--- src/logic/trap_ctl_pkg.sv ---
// trap_ctl_pkg: constants and carrier types for the trap category controller
// assumes a 64-bit counter width and a two-level supervisor nesting stack
package trap_ctl_pkg;
   localparam int PC_W          = 64;
   localparam int LEVEL_W       = 4;
   localparam int TL_W          = 3;
   localparam int NUM_IRQ       = 15;
   localparam int TT_W          = 9;
   localparam int STACK_DEPTH   = 8;
   localparam logic [TL_W-1:0]  MAX_SUPERVISOR_NESTING = 3'h2;
   localparam logic [TL_W-1:0]  MAX_TRAP_LEVEL         = 3'h6;
   localparam logic [PC_W-1:0]  INSTR_BYTES   = 64'h0000000000000004;
   localparam logic [PC_W-1:0]  RESET_VECTOR  = 64'h0000000000000020;
   localparam logic [LEVEL_W-1:0] THRESH_RESET = 4'hF;
   // register offsets
   localparam logic [3:0] REG_CTRL      = 4'h0;
   localparam logic [3:0] REG_SOFT_INTERRUPT_REQUEST_REG   = 4'h1;
   localparam logic [3:0] REG_SOFTCLR   = 4'h2;
   localparam logic [3:0] REG_STATUS    = 4'h3;
   localparam logic [3:0] REG_DEFINFO   = 4'h4;
   localparam logic [3:0] REG_TTYPE     = 4'h5;
   // control field positions
   localparam int CTRL_IE_BIT    = 0;
   localparam int CTRL_PIL_LSB   = 4;
   localparam int CTRL_PRIV_LSB  = 8;
   // trap type codes for the events this block raises itself
   localparam logic [TT_W-1:0] TT_RESET      = 9'h001;
   localparam logic [TT_W-1:0] TT_TERM_DEF   = 9'h002;
   localparam logic [TT_W-1:0] TT_RESTART_DEF= 9'h003;
   localparam logic [TT_W-1:0] TT_PRECISE    = 9'h004;
   localparam logic [TT_W-1:0] TT_HYPER_INT  = 9'h005;
   localparam logic [TT_W-1:0] TT_IRQ_BASE   = 9'h040;

   typedef enum logic [1:0] {
      MODE_USER  = 2'b00,
      MODE_PRIV  = 2'b01,
      MODE_HYPER = 2'b10
   } priv_mode_t;

   typedef enum logic [2:0] {
      CAT_NONE      = 3'b000,
      CAT_RESET     = 3'b001,
      CAT_PRECISE   = 3'b010,
      CAT_TERM_DEF  = 3'b011,
      CAT_RSTRT_DEF = 3'b100,
      CAT_DISRUPT   = 3'b101
   } trap_cat_t;

   typedef enum logic [1:0] {
      RET_NONE  = 2'b00,
      RET_RETRY = 2'b01,
      RET_DONE  = 2'b10
   } ret_kind_t;

   typedef struct packed {
      logic [PC_W-1:0] pc;
      logic [PC_W-1:0] next_program_counter;
   } pc_pair_t;

   typedef struct packed {
      logic             valid;
      trap_cat_t        cat;
      logic [TT_W-1:0]  tt;
      logic             to_hyper;
      pc_pair_t         saved;
      logic [TL_W-1:0]  level;
   } trap_take_t;
endpackage : trap_ctl_pkg

--- src/logic/irq_sync.sv ---
// irq_sync: three-stage synchroniser per external interrupt line
// assumes lines are asynchronous levels held by their sources
`timescale 1ns/1ps
module irq_sync
   import trap_ctl_pkg::*;
(
   input  wire logic               core_clk_in,
   input  wire logic               nrst_in,
   input  wire logic [NUM_IRQ-1:0] raw_in,
   output logic      [NUM_IRQ-1:0] level_out
);
   genvar g;
   generate
      for (g = 0; g < NUM_IRQ; g++) begin : g_line
         logic [2:0] stage_reg;
         always_ff @(posedge core_clk_in or negedge nrst_in) begin
            if (!nrst_in) begin
               stage_reg <= 3'h0;
               level_out[g] <= 1'b0;
            end else begin
               stage_reg <= {stage_reg[1:0], raw_in[g]};
               // change counts once stages two and three agree
               if (stage_reg[1] == stage_reg[2])
                  level_out[g] <= stage_reg[2];
            end
         end
      end
   endgenerate
endmodule : irq_sync

--- src/logic/trap_stack.sv ---
// trap_stack: saved counter pairs, one entry per trap level
// assumes one write or one read per cycle; read data are registered
`timescale 1ns/1ps
module trap_stack
   import trap_ctl_pkg::*;
(
   input  wire logic            core_clk_in,
   input  wire logic [TL_W-1:0] wr_addr_in,
   input  wire logic            wr_en_in,
   input  wire pc_pair_t        wr_data_in,
   input  wire logic [TL_W-1:0] rd_addr_in,
   output pc_pair_t             rd_data_out
);
   pc_pair_t mem [STACK_DEPTH];

   always_ff @(posedge core_clk_in) begin
      if (wr_en_in)
         mem[wr_addr_in] <= wr_data_in;
      rd_data_out <= mem[rd_addr_in];
   end
endmodule : trap_stack

--- src/logic/trap_category_control.sv ---
// trap_category_control: classifies and takes traps at instruction edges
// assumes pipeline holds issue while trap_take_out or ret_busy_out is high
//
// Strobed register access and the register offsets are this design's own decisions.
`timescale 1ns/1ps
module trap_category_control
   import trap_ctl_pkg::*;
(
   input  wire logic               core_clk_in,
   input  wire logic               nrst_in,
   // register port
   input  wire logic [3:0]         reg_addr_in,
   input  wire logic [31:0]        reg_wdata_in,
   input  wire logic               reg_wr_in,
   input  wire logic               reg_rd_in,
   output logic      [31:0]        reg_rdata_out,
   // pipeline
   input  wire logic               boundary_in,
   input  wire pc_pair_t           cur_pc_in,
   input  wire logic               exc_valid_in,
   input  wire logic [TT_W-1:0]    exc_tt_in,
   input  wire logic               multi_load_first_in,
   input  wire logic               term_def_in,
   input  wire logic               rstrt_def_in,
   input  wire pc_pair_t           def_pc_in,
   input  wire logic               drain_def_in,
   input  wire logic               ret_retry_in,
   input  wire logic               ret_done_in,
   // interrupt sources
   input  wire logic [NUM_IRQ-1:0] ext_irq_in,
   input  wire logic               hyper_irq_in,
   input  wire logic               sys_reset_req_in,
   // outcome
   output trap_take_t              trap_take_out,
   output logic                    flush_younger_out,
   output logic                    commit_block_out,
   output logic                    redirect_out,
   output pc_pair_t                redirect_pc_out,
   output logic                    ret_busy_out,
   output priv_mode_t              priv_out,
   output logic [TL_W-1:0]         trap_nesting_level_out
);
   logic [NUM_IRQ-1:0]   ext_level;
   logic [NUM_IRQ:1]     soft_interrupt_request_reg;
   logic                 global_interrupt_enable_reg;
   logic [LEVEL_W-1:0]   processor_interrupt_threshold_reg;
   priv_mode_t           priv_reg;
   logic [TL_W-1:0]      trap_nesting_level_reg;
   logic                 def_pend_reg;
   logic                 def_term_reg;
   pc_pair_t             def_pc_reg;
   priv_mode_t           def_mode_reg;
   logic [TT_W-1:0]      last_tt_reg;
   logic                 reset_pend_reg;
   logic                 ret_pend_reg;
   ret_kind_t            ret_kind_reg;
   logic [TL_W-1:0]      rd_level;
   logic [TL_W-1:0]      wr_level;
   logic                 took_term;
   pc_pair_t             stack_rd;
   pc_pair_t             stack_wr;
   logic                 stack_we;

   irq_sync u_sync (
      .core_clk_in (core_clk_in),
      .nrst_in     (nrst_in),
      .raw_in      (ext_irq_in),
      .level_out   (ext_level)
   );

   // combined request levels; soft bits stay until cleared, external lines follow their sources
   logic [NUM_IRQ:1] irq_req;
   assign irq_req = soft_interrupt_request_reg | ext_level;

   // highest pending interrupt level; higher level wins
   logic [LEVEL_W-1:0] top_level;
   always_comb begin
      top_level = '0;
      for (int i = 1; i <= NUM_IRQ; i++)
         if (irq_req[i])
            top_level = LEVEL_W'(i);
   end

   // masking against the mode of this boundary, not of detection
   logic sup_ok;
   logic irq_ok;
   assign sup_ok = (priv_reg != MODE_HYPER) && global_interrupt_enable_reg;
   assign irq_ok = sup_ok && (top_level > processor_interrupt_threshold_reg);

   // nesting at the limit pushes the trap up to hyperprivileged mode
   logic irq_hyper;
   assign irq_hyper = trap_nesting_level_reg >= MAX_SUPERVISOR_NESTING;

   // priority select at each boundary
   trap_take_t sel;
   always_comb begin
      sel = '0;
      sel.level = trap_nesting_level_reg;
      sel.saved = cur_pc_in;
      if (reset_pend_reg) begin
         sel.valid = 1'b1;
         sel.cat = CAT_RESET;
         sel.tt = TT_RESET;
         sel.to_hyper = 1'b1;
      end else if ((def_pend_reg && def_term_reg)
                   || term_def_in) begin
         sel.valid = 1'b1;
         sel.cat = CAT_TERM_DEF;
         sel.tt = TT_TERM_DEF;
         sel.to_hyper = 1'b1;
         // a fresh termination error is taken in the cycle it arrives
         sel.saved = term_def_in ? def_pc_in : def_pc_reg;
      end else if (boundary_in && exc_valid_in) begin
         sel.valid = 1'b1;
         sel.cat = CAT_PRECISE;
         sel.tt = exc_tt_in;
         sel.saved = cur_pc_in;
      end else if (boundary_in && def_pend_reg && drain_def_in) begin
         sel.valid = 1'b1;
         sel.cat = CAT_RSTRT_DEF;
         sel.tt = TT_RESTART_DEF;
         sel.to_hyper = 1'b1;
         sel.saved = def_pc_reg;
      end else if (boundary_in && hyper_irq_in
                   && priv_reg != MODE_HYPER) begin
         sel.valid = 1'b1;
         sel.cat = CAT_DISRUPT;
         sel.tt = TT_HYPER_INT;
         sel.to_hyper = 1'b1;
      end else if (boundary_in && irq_ok) begin
         sel.valid = 1'b1;
         sel.cat = CAT_DISRUPT;
         sel.tt = TT_IRQ_BASE + TT_W'(top_level);
         sel.to_hyper = irq_hyper;
         sel.saved = cur_pc_in;
      end
      if (trap_nesting_level_reg >= MAX_TRAP_LEVEL && sel.cat != CAT_RESET)
         sel.valid = 1'b0;
   end

   // reset traps latch asynchronously to the instruction stream
   always_ff @(posedge core_clk_in or negedge nrst_in) begin
      if (!nrst_in)
         reset_pend_reg <= 1'b1;
      else if (sys_reset_req_in)
         reset_pend_reg <= 1'b1;
      else if (sel.cat == CAT_RESET)
         reset_pend_reg <= 1'b0;
   end

   // deferred exception capture, with issuing mode for reporting
   // a new error wins over the clear of the one being taken
   assign took_term = sel.valid && sel.cat == CAT_TERM_DEF;
   always_ff @(posedge core_clk_in or negedge nrst_in) begin
      if (!nrst_in) begin
         def_pend_reg <= 1'b0;
         def_term_reg <= 1'b0;
         def_pc_reg <= '0;
         def_mode_reg <= MODE_USER;
      end else if ((term_def_in && !took_term) || rstrt_def_in) begin
         def_pend_reg <= 1'b1;
         def_term_reg <= !took_term && (term_def_in || def_term_reg);
         def_pc_reg <= def_pc_in;
         def_mode_reg <= priv_reg;
      end else if (took_term || (sel.valid && (sel.cat == CAT_RSTRT_DEF
                                             || sel.cat == CAT_RESET))) begin
         def_pend_reg <= 1'b0;
         def_term_reg <= 1'b0;
      end
   end

   // nesting level moves on trap and return; privilege moves on trap and on a control write
   always_ff @(posedge core_clk_in or negedge nrst_in) begin
      if (!nrst_in) begin
         trap_nesting_level_reg <= '0;
         priv_reg <= MODE_HYPER;
         last_tt_reg <= '0;
      end else if (sel.valid && sel.cat == CAT_RESET) begin
         trap_nesting_level_reg <= MAX_TRAP_LEVEL;
         priv_reg <= MODE_HYPER;
         last_tt_reg <= TT_RESET;
      end else if (sel.valid) begin
         trap_nesting_level_reg <= trap_nesting_level_reg + 3'h1;
         priv_reg <= sel.to_hyper ? MODE_HYPER : MODE_PRIV;
         last_tt_reg <= sel.tt;
      end else if (ret_pend_reg && trap_nesting_level_reg != '0) begin
         trap_nesting_level_reg <= trap_nesting_level_reg - 3'h1;
      end else if (reg_wr_in && reg_addr_in == REG_CTRL) begin
         priv_reg <= priv_mode_t'(reg_wdata_in[CTRL_PRIV_LSB +: 2]);
      end
   end

   // saved counter stack: write on every trap but reset, read on return
   assign stack_we = sel.valid && sel.cat != CAT_RESET;
   assign stack_wr = sel.saved;
   // entry n holds the pair saved on the way into level n
   assign wr_level = trap_nesting_level_reg + 3'h1;
   assign rd_level = trap_nesting_level_reg;

   trap_stack u_stack (
      .core_clk_in (core_clk_in),
      .wr_addr_in  (wr_level),
      .wr_en_in    (stack_we),
      .wr_data_in  (stack_wr),
      .rd_addr_in  (rd_level),
      .rd_data_out (stack_rd)
   );

   // return: one cycle to read the stack, then redirect
   always_ff @(posedge core_clk_in or negedge nrst_in) begin
      if (!nrst_in) begin
         ret_pend_reg <= 1'b0;
         ret_kind_reg <= RET_NONE;
      end else if (!ret_pend_reg && !sel.valid
                   && (ret_retry_in || ret_done_in)) begin
         ret_pend_reg <= 1'b1;
         ret_kind_reg <= ret_retry_in ? RET_RETRY : RET_DONE;
      end else begin
         ret_pend_reg <= 1'b0;
         ret_kind_reg <= RET_NONE;
      end
   end

   // outputs, all registered
   always_ff @(posedge core_clk_in or negedge nrst_in) begin
      if (!nrst_in) begin
         trap_take_out <= '0;
         flush_younger_out <= 1'b0;
         commit_block_out <= 1'b0;
         redirect_out <= 1'b0;
         redirect_pc_out <= '0;
         ret_busy_out <= 1'b0;
      end else begin
         trap_take_out <= sel;
         // younger flushed, faulting one never commits
         flush_younger_out <= sel.valid;
         commit_block_out <= sel.valid && (sel.cat == CAT_PRECISE
                                           || multi_load_first_in);
         // an ignored return must not look busy
         ret_busy_out <= !ret_pend_reg && !sel.valid
                         && (ret_retry_in || ret_done_in);
         redirect_out <= 1'b0;
         if (sel.valid && sel.cat == CAT_RESET) begin
            redirect_out <= 1'b1;
            redirect_pc_out.pc <= RESET_VECTOR;
            redirect_pc_out.next_program_counter <= RESET_VECTOR + INSTR_BYTES;
         end else if (ret_pend_reg && ret_kind_reg == RET_RETRY) begin
            redirect_out <= 1'b1;
            redirect_pc_out <= stack_rd;
         end else if (ret_pend_reg && ret_kind_reg == RET_DONE) begin
            redirect_out <= 1'b1;
            redirect_pc_out.pc <= stack_rd.next_program_counter;
            redirect_pc_out.next_program_counter <= stack_rd.next_program_counter + INSTR_BYTES;
         end
      end
   end

   // control register: enable and threshold
   always_ff @(posedge core_clk_in or negedge nrst_in) begin
      if (!nrst_in) begin
         global_interrupt_enable_reg <= 1'b0;
         processor_interrupt_threshold_reg <= THRESH_RESET;
      end else if (sel.valid) begin
         // trap entry masks further supervisor interrupts
         global_interrupt_enable_reg <= 1'b0;
      end else if (reg_wr_in && reg_addr_in == REG_CTRL) begin
         global_interrupt_enable_reg <= reg_wdata_in[CTRL_IE_BIT];
         processor_interrupt_threshold_reg <=
            reg_wdata_in[CTRL_PIL_LSB +: LEVEL_W];
      end
   end

   // soft interrupt bits: set by write, held until software clears
   always_ff @(posedge core_clk_in or negedge nrst_in) begin
      if (!nrst_in)
         soft_interrupt_request_reg <= '0;
      else if (reg_wr_in && reg_addr_in == REG_SOFT_INTERRUPT_REQUEST_REG)
         soft_interrupt_request_reg <= soft_interrupt_request_reg
                                       | reg_wdata_in[NUM_IRQ:1];
      else if (reg_wr_in && reg_addr_in == REG_SOFTCLR)
         soft_interrupt_request_reg <= soft_interrupt_request_reg
                                       & ~reg_wdata_in[NUM_IRQ:1];
   end

   // read port, data one cycle after the strobe; unmapped reads zero
   always_ff @(posedge core_clk_in or negedge nrst_in) begin
      if (!nrst_in)
         reg_rdata_out <= '0;
      else if (reg_rd_in) begin
         case (reg_addr_in)
            // priv reads back in 9:8, where it is written
            REG_CTRL: reg_rdata_out <= 32'({priv_reg,
               processor_interrupt_threshold_reg,
               3'h0, global_interrupt_enable_reg});
            REG_SOFT_INTERRUPT_REQUEST_REG: reg_rdata_out <= 32'({soft_interrupt_request_reg,
                                               1'b0});
            REG_STATUS: reg_rdata_out <= 32'({irq_req, 1'b0})
               | {13'h0, trap_nesting_level_reg, 16'h0};
            REG_DEFINFO: reg_rdata_out <= 32'({def_mode_reg, def_term_reg,
                                               def_pend_reg});
            REG_TTYPE: reg_rdata_out <= 32'(last_tt_reg);
            default: reg_rdata_out <= 32'h00000000;
         endcase
      end else
         reg_rdata_out <= 32'h00000000;
   end

   always_ff @(posedge core_clk_in or negedge nrst_in) begin
      if (!nrst_in) begin
         priv_out <= MODE_HYPER;
         trap_nesting_level_out <= '0;
      end else begin
         priv_out <= priv_reg;
         trap_nesting_level_out <= trap_nesting_level_reg;
      end
   end
endmodule : trap_category_control

--- config.mk ---
export PLATFORM = sky130hd
export DESIGN_NAME = trap_category_control
export DESIGN_NICKNAME = d
export VERILOG_FILES = /design/src/logic/trap_ctl_pkg.sv /design/src/logic/irq_sync.sv /design/src/logic/trap_stack.sv /design/src/logic/trap_category_control.sv
export SDC_FILE = /design/constraint.sdc
export NUM_CORES = 2
export LEC_CHECK = 0
export BUFFER_PORTS_ARGS = -buffer_cell sky130_fd_sc_hd__buf_2
export CAP_MARGIN = 20
export CELL_PAD_IN_SITES_DETAIL_PLACEMENT = 0
export CELL_PAD_IN_SITES_GLOBAL_PLACEMENT = 1
export CORE_MARGIN = 10
export CORE_UTILIZATION = 50
export CTS_BUF_LIST = sky130_fd_sc_hd__clkbuf_2 sky130_fd_sc_hd__clkbuf_4 sky130_fd_sc_hd__clkbuf_8
export CTS_CLUSTER_DIAMETER = 30
export DETAILED_ROUTE_END_ITERATION = 10
export GPL_TIMING_DRIVEN = 0
export HOLD_SLACK_MARGIN = 0.08
export PLACE_DENSITY = 0.87
export RECOVER_POWER = 50
export SLEW_MARGIN = 20
export SYNTH_ARGS = -nofsm -noshare
export SYNTH_HDL_FRONTEND = slang
export SYNTH_HIERARCHICAL = 1
export SYNTH_SLANG_ARGS = --single-unit
--- constraint.sdc ---
create_clock -name core_clk_in -period 13.7 [get_ports core_clk_in]
set_input_delay 1.37 -clock core_clk_in [delete_from_list [all_inputs] [get_ports core_clk_in]]
set_output_delay 1.37 -clock core_clk_in [all_outputs]
set_load 0.02 [all_outputs]
# Yosys cells after proc, flatten, opt, wreduce, memory -nomap -nowiden
# Memories as Yosys holds them, arrays and structs flattened. A register that Yosys moved wholly into a read port is not among the register bits.
# Cells that the tools add are included.
dict set report word_totals {
  mem_count 1
  out_inout_bits 314
  ram_bits 1024
  input_bits 330
  reg_bits 540
}
dict set report classes {
  order_cmp 3
  n_reduce_logical 47
  eq_ne 29
  n_bitwise 6
  n_addsub 4
  mux 59
}
# memory depth word_bits read_ports rd_clocked_by_memory_dff wr line
set mem_list {}
lappend mem_list {u_stack.mem 8 128 1 1 1 trap_stack.sv:14} ;# pc_pair_t mem [STACK_DEPTH];
# cell count
set ops {}
lappend ops {{$mux W128} 7}
lappend ops {{$mux W142} 3}
lappend ops {{$pmux W19 S5} 1}
lappend ops {{$add A64 B3 Y64 const B} 1}
lappend ops {{$mux W32} 1}
lappend ops {{$mux W4} 8}
lappend ops {{$mux W15} 2}
lappend ops {{$or A15 B15 Y15} 2}
lappend ops {{$mux W14} 2}
lappend ops {{$logic_and A1 B1 Y1} 25}
lappend ops {{$mux W3} 7}
lappend ops {{$or A16 B19 Y19} 1}
lappend ops {{$mux W2} 9}
lappend ops {{$mux W9} 2}
lappend ops {{$mux W1} 16}
lappend ops {{$and A15 B15 Y15} 1}
lappend ops {{$eq A1 B1 Y1} 15}
lappend ops {{$not A15 Y15} 1}
lappend ops {{$mux W13} 1}
lappend ops {{$reduce_bool A3 Y1} 4}
lappend ops {{$reduce_bool A2 Y1} 5}
lappend ops {{$add A7 B4 Y8 const A} 1}
lappend ops {{$eq A4 B2 Y1 const B} 2}
lappend ops {{$eq A4 B3 Y1 const B} 2}
lappend ops {{19 further kinds} 29}

# Longest topological paths before layout
dict set report depth {
  depth_word 33
  mapped_depth 14
  depth_no_buf 13
}

# Cells and area by module
# The synthesis kept the hierarchy.
# mod seq_area_each_um2 area_each_um2 cells_per_inst n_inst
set by_module_without_submodules {}
lappend by_module_without_submodules {trap_stack 33311.9 41554.9 1620 1}
lappend by_module_without_submodules {trap_category_control 11669.9 21221.6 2193 1}
lappend by_module_without_submodules {irq_sync 1501.4 1670.4 75 1}

# Worst setup path after synthesis
# No wires, ideal clock.
dict set report synth_path {
  path_kind {register to register}
  from {register u_sync.level_out[6]}
  to {memory u_stack/mem[0][0] (netlist name), enable pin}
  stages_incl_launch_ff 13
  setup_ns 0.772
  path_buffers 0
  arrival_time_ns 11.224
  path_slack_ns 1.705
  synth_period_minus_slack_ns 11.995
  cell_sequence {dfrtp_1 -> or4_1 -> o21bai_1 -> a31oi_1 -> o21ai_1 -> ha_1 -> nor2b_1 -> o211ai_1 -> a21oi_2 -> o21ai_0 -> inv_1 -> nand2b_1 -> nor3_1}
}
dict set report synth_via {
  elab_chain_len 25
}
# item line
set synth_lines {}
lappend synth_lines {{from (decl)} irq_sync.sv:10} ;# output logic [NUM_IRQ-1:0] level_out
lappend synth_lines {{from (signal, indexed assignment)} irq_sync.sv:24} ;# level_out[g] <= stage_reg[2];
lappend synth_lines {{$or A15 B15 Y15 *} trap_category_control.sv:73} ;# assign irq_req = soft_interrupt_request_reg | ext_level;
lappend synth_lines {{$mux W3 *} trap_category_control.sv:80} ;# if (irq_req[i])
lappend synth_lines {{$mux W4 * (8 in a row)} trap_category_control.sv:80}
lappend synth_lines {{$gt A4 B4 Y1 *} trap_category_control.sv:88} ;# assign irq_ok = sup_ok && (top_level > processor_interrupt_threshold_reg);
lappend synth_lines {{$logic_and A1 B1 Y1 *} trap_category_control.sv:88}
lappend synth_lines {{$logic_and A1 B1 Y1 *} trap_category_control.sv:130} ;# end else if (boundary_in && irq_ok) begin
lappend synth_lines {{$mux W142 *} trap_category_control.sv:130}
lappend synth_lines {{$mux W14 *} trap_category_control.sv:124} ;# end else if (boundary_in && hyper_irq_in
lappend synth_lines {{(+3 left out)} n/a}
lappend synth_lines {{$mux W14 *} trap_category_control.sv:100} ;# if (reset_pend_reg) begin
lappend synth_lines {{$ne A3 B1 Y1} {trap_category_control.sv:137, trap_category_control.sv:194}}
lappend synth_lines {{$logic_and A1 B1 Y1} trap_category_control.sv:137} ;# if (trap_nesting_level_reg >= MAX_TRAP_LEVEL && sel.cat != CAT_RESET)
lappend synth_lines {{$mux W1} trap_category_control.sv:137}
lappend synth_lines {{$logic_and A1 B1 Y1 *} trap_category_control.sv:194} ;# assign stack_we = sel.valid && sel.cat != CAT_RESET;
lappend synth_lines {{named net stack_we} trap_category_control.sv:62} ;# logic stack_we;
lappend synth_lines {{$mux W1 *} trap_stack.sv:17} ;# if (wr_en_in)
lappend synth_lines {{$mux W1 (implied by the code) *} trap_stack.sv:18} ;# mem[wr_addr_in] <= wr_data_in;
lappend synth_lines {{to (decl)} trap_stack.sv:14}
# The timed path passes the listed nets; every way through them passes the cells marked *.

==> qor.txt <==
Status: finished with violations
Failing checks: max-capacitance violations, max-slew violations
Setup crit end kind: asynchronous set/reset pin
Global placement routability congestion: 0.916
Number of detailed-route iterations in the first pass: 5
PostCTS Resize Cnt: 0
Reported max-cap violation count: 8
Clock Path Buffers: 4
Initial Util: 50.4%
Peak supply drop: 0.000118 V
R2r startpoint: u_sync/level_out[4]$_DFFE_PN0N_
Max_slew headroom: -218%
FF+latch count, synth: 1678
Initial antenna violation count: 18
WS Path Type: input port to asynchronous set/reset pin
Global Route Usage Sum: 26.7%
Pwr Total: 0.0163 W
Delay-heaviest family, CP: buffers and inverters
Worst-path cell chain: clkbuf_1 -> clkbuf_1
CP bufs+invs: 2
Max reg flops: 1024
DIE HEIGHT: 379 µm
Worst hold slack: 0.346 ns
Pwr/cell area: 207 nW/µm²
Fmax: 0.155 GHz
Post-Synthesis Cells: 3888
Worst Setup SP: nrst_in
Post-DP HPWL: 138000 µm
Critical Path Max Stage Delay: 3.34 ns
1st-iter DRT viols: 3958
Mapped Area: 64400 µm²
CP max stage cell: clkbuf_1
Root Buffer: clkbuf_8
Via Count: 39.9k
Min-delay worst type: flop to flop
Setup WS post-layout: 7.26 ns
TritonCTS Buffers: 342
Avg Inst Size Synth: 16.6 µm²
Type of origin of the critical path: input port
CP most frequent cell: clkbuf_1
Clock Pin Slew Worst Setup and Hold Paths: 0.05 ns
Core ar.: 128000 µm²
Share of layout cells above drive strength 1: 26.2%
Biggest registers after layout: u_stack/mem x1024, trap_take_out x141
GR Overflow Total: 0
Worst EP arrival: 6.39 ns
Antenna-violating nets left: 0
Global-route wire length before repair: 277000 µm
IO Port Bufs: 610
Setup bufs post-CTS: 0
Register area share after synthesis: 72.1%
Number of global-route vias before repair: 40.7k
Fraction of registers with async set/reset: 31.3%
Layout area overhead: 22.0%
Register with the most flip-flops: u_stack/mem
Slew @ Worst Pin: 4.76 ns
Hold buffers post-CTS: 0
Fin nets: 5290
Average wire per standard cell: 28.2 µm
Largest net degree at the start of global routing: 100
Critical Path RT: 13.65 ns
Chip width: 379 µm
Final-report max-slew violation count: 312
DRC: 0
Final clock period utilization by the worst path: 47.0%
Top FF cell, synth: edfxtp_1
RSZ-0062 raised after global routing: false
Pre-CTS setup slack: 7.93 ns
P_leak: 30.0 nW
Hold_sp: u_sync/g_line[7].stage_reg[0]$_DFF_PN0_
CTS tree: done
Max FO, Critical Path: 77
# IOs: 644
Number of H-tree branching levels: 5
DRT Wirelength: 195000 µm
Ys Warns: 6
EDFF count, synth: 1024
Row Count: 131
# setup viols final: 0
Fin. Hold Viols: 0
Tmin final: 6.44 ns
Die Area: 144000 µm²
CTS sink cnt: 1678
Clock Latency Late Sink: 1.03 ns
Vias/cell: 5.79
Distinct cells, synth: 80
Max Clock Skew: 0.0986 ns
-- final cells by class --
type	count	area [µm²]
inverter	153	576
tap	1662	2080
multi-input combinational	1836	16000
clock buffer	461	5820
sequential	1678	46500
clock inverter	151	2040
buffer	233	1370
timing repair buffer	708	4210
antenna	15	37.5
fill	9372	49200
-- logic make-up after synthesis --
family                     after synthesis  synth area share, %
AOI/OAI and AO/OA                      604                 5.99
xor gates and xnor gates                62                0.843
adders and majority gates               23                0.417
buffers and inverters                  386                 3.07
DFF                                   1678                 72.1
muxes                                  468                 12.9
other                                    1              0.00582
and+or+nand+nor                        666                 4.60
-- per-stage QoR --
step	utilization, %	setup TNS, ns	cells	instance area [µm²]
global route	61.5	0	6891	78600
floorplan	-	0	3900	64500
detailed placement	55.8	0	6269	71400
global placement	54.5	-3212.25	6172	69600
CTS	62.0	0	6881	79200
finish	61.5	0	6897	78600
-- cell usage in the layout (no fill, tap or decap), types with 66 or more instances in the layout --
master    Yosys  layout
o21ai_0     185     196
buf_2        11     302
mux4_2      184     184
dfrtp_1     519     519
inv_1       152     152
nand2_1     306     306
edfxtp_1   1024    1024
a21oi_1     158     159
mux4_1       72      72
mux2i_1      66      66
mux2_2      146     103
dfxtp_1     128     128
o31ai_1      72      72
clkbuf_1    136     475
o22a_1      130     130
clkbuf_8     13     387
nor2_1      213     207
clkbuf_4      1      85
-- power by group --
| group | internal (W) | switching (W) |
|---|---|---|
| combinational | 0.00142 | 0.00212 |
| clock | 0.00368 | 0.00218 |
| sequential | 0.00632 | 0.000540 |
-- Yosys cell counts (3+ instances only) --
library cell / n / area [µm²]
a21oi_1: 158 / 791
a221oi_1: 7 / 61.3
a22o_1: 16 / 140
a22oi_1: 3 / 22.5
a31oi_1: 3 / 18.8
and2_1: 7 / 43.8
and3_1: 9 / 56.3
buf_1: 24 / 90.1
buf_2: 11 / 55.1
buf_4: 18 / 135
buf_6: 9 / 101
buf_8: 19 / 285
clkbuf_1: 136 / 510
clkbuf_8: 13 / 179
dfrtp_1: 519 / 13000
dfstp_2: 7 / 184
dfxtp_1: 128 / 2560
edfxtp_1: 1024 / 30700
ha_1: 8 / 100
inv_1: 152 / 571
maj3_2: 15 / 169
mux2_2: 146 / 1640
mux2i_1: 66 / 661
mux4_1: 72 / 1890
mux4_2: 184 / 4140
nand2_1: 306 / 1150
nand2b_1: 12 / 75.1
nand3_1: 26 / 130
nand3b_1: 3 / 22.5
nand4_1: 16 / 100
nor2_1: 213 / 800
nor2b_1: 3 / 18.8
nor3_1: 31 / 155
nor3b_1: 4 / 30.0
nor4_1: 6 / 37.5
nor4_2: 6 / 75.1
nor4_4: 4 / 85.1
o21ai_0: 185 / 926
o21ai_1: 11 / 55.1
o22a_1: 130 / 1140
o31ai_1: 72 / 541
xnor2_1: 41 / 359
xor2_1: 21 / 184
-- path summary, 6_finish.rpt --
| kind | to | slack, ns | cells after the start |
|---|---|---|---|
| setup / recovery | redirect_pc_out[98]$_DFFE_PN0P_ | 7.26 | 2 |
| hold reg to reg | u_sync/g_line[7].stage_reg[1]$_DFF_PN0_ | 0.35 | 0 |
| max in group core_clk_in | processor_interrupt_threshold_reg[2]$_DFFE_PN1P_ | 7.98 | 12 |
| hold / removal | u_sync/g_line[7].stage_reg[1]$_DFF_PN0_ | 0.35 | 0 |
| min in group asynchronous | trap_take_out[88]$_DFF_PN0_ | 1.02 | 1 |
| setup reg to reg | processor_interrupt_threshold_reg[2]$_DFFE_PN1P_ | 7.98 | 12 |
-- metal layers --
metal	vias up	track usage, %	wire length, µm	share of wire, %
li1	16936	-	-	-
met1	20430	35.2	75400	39
met2	2230	41.7	91300	47
met3	336	8.29	21400	11
met4	2	9.90	6420	3.3
met5	-	0	10	0.0051
(Power assumes the default switching activity.)
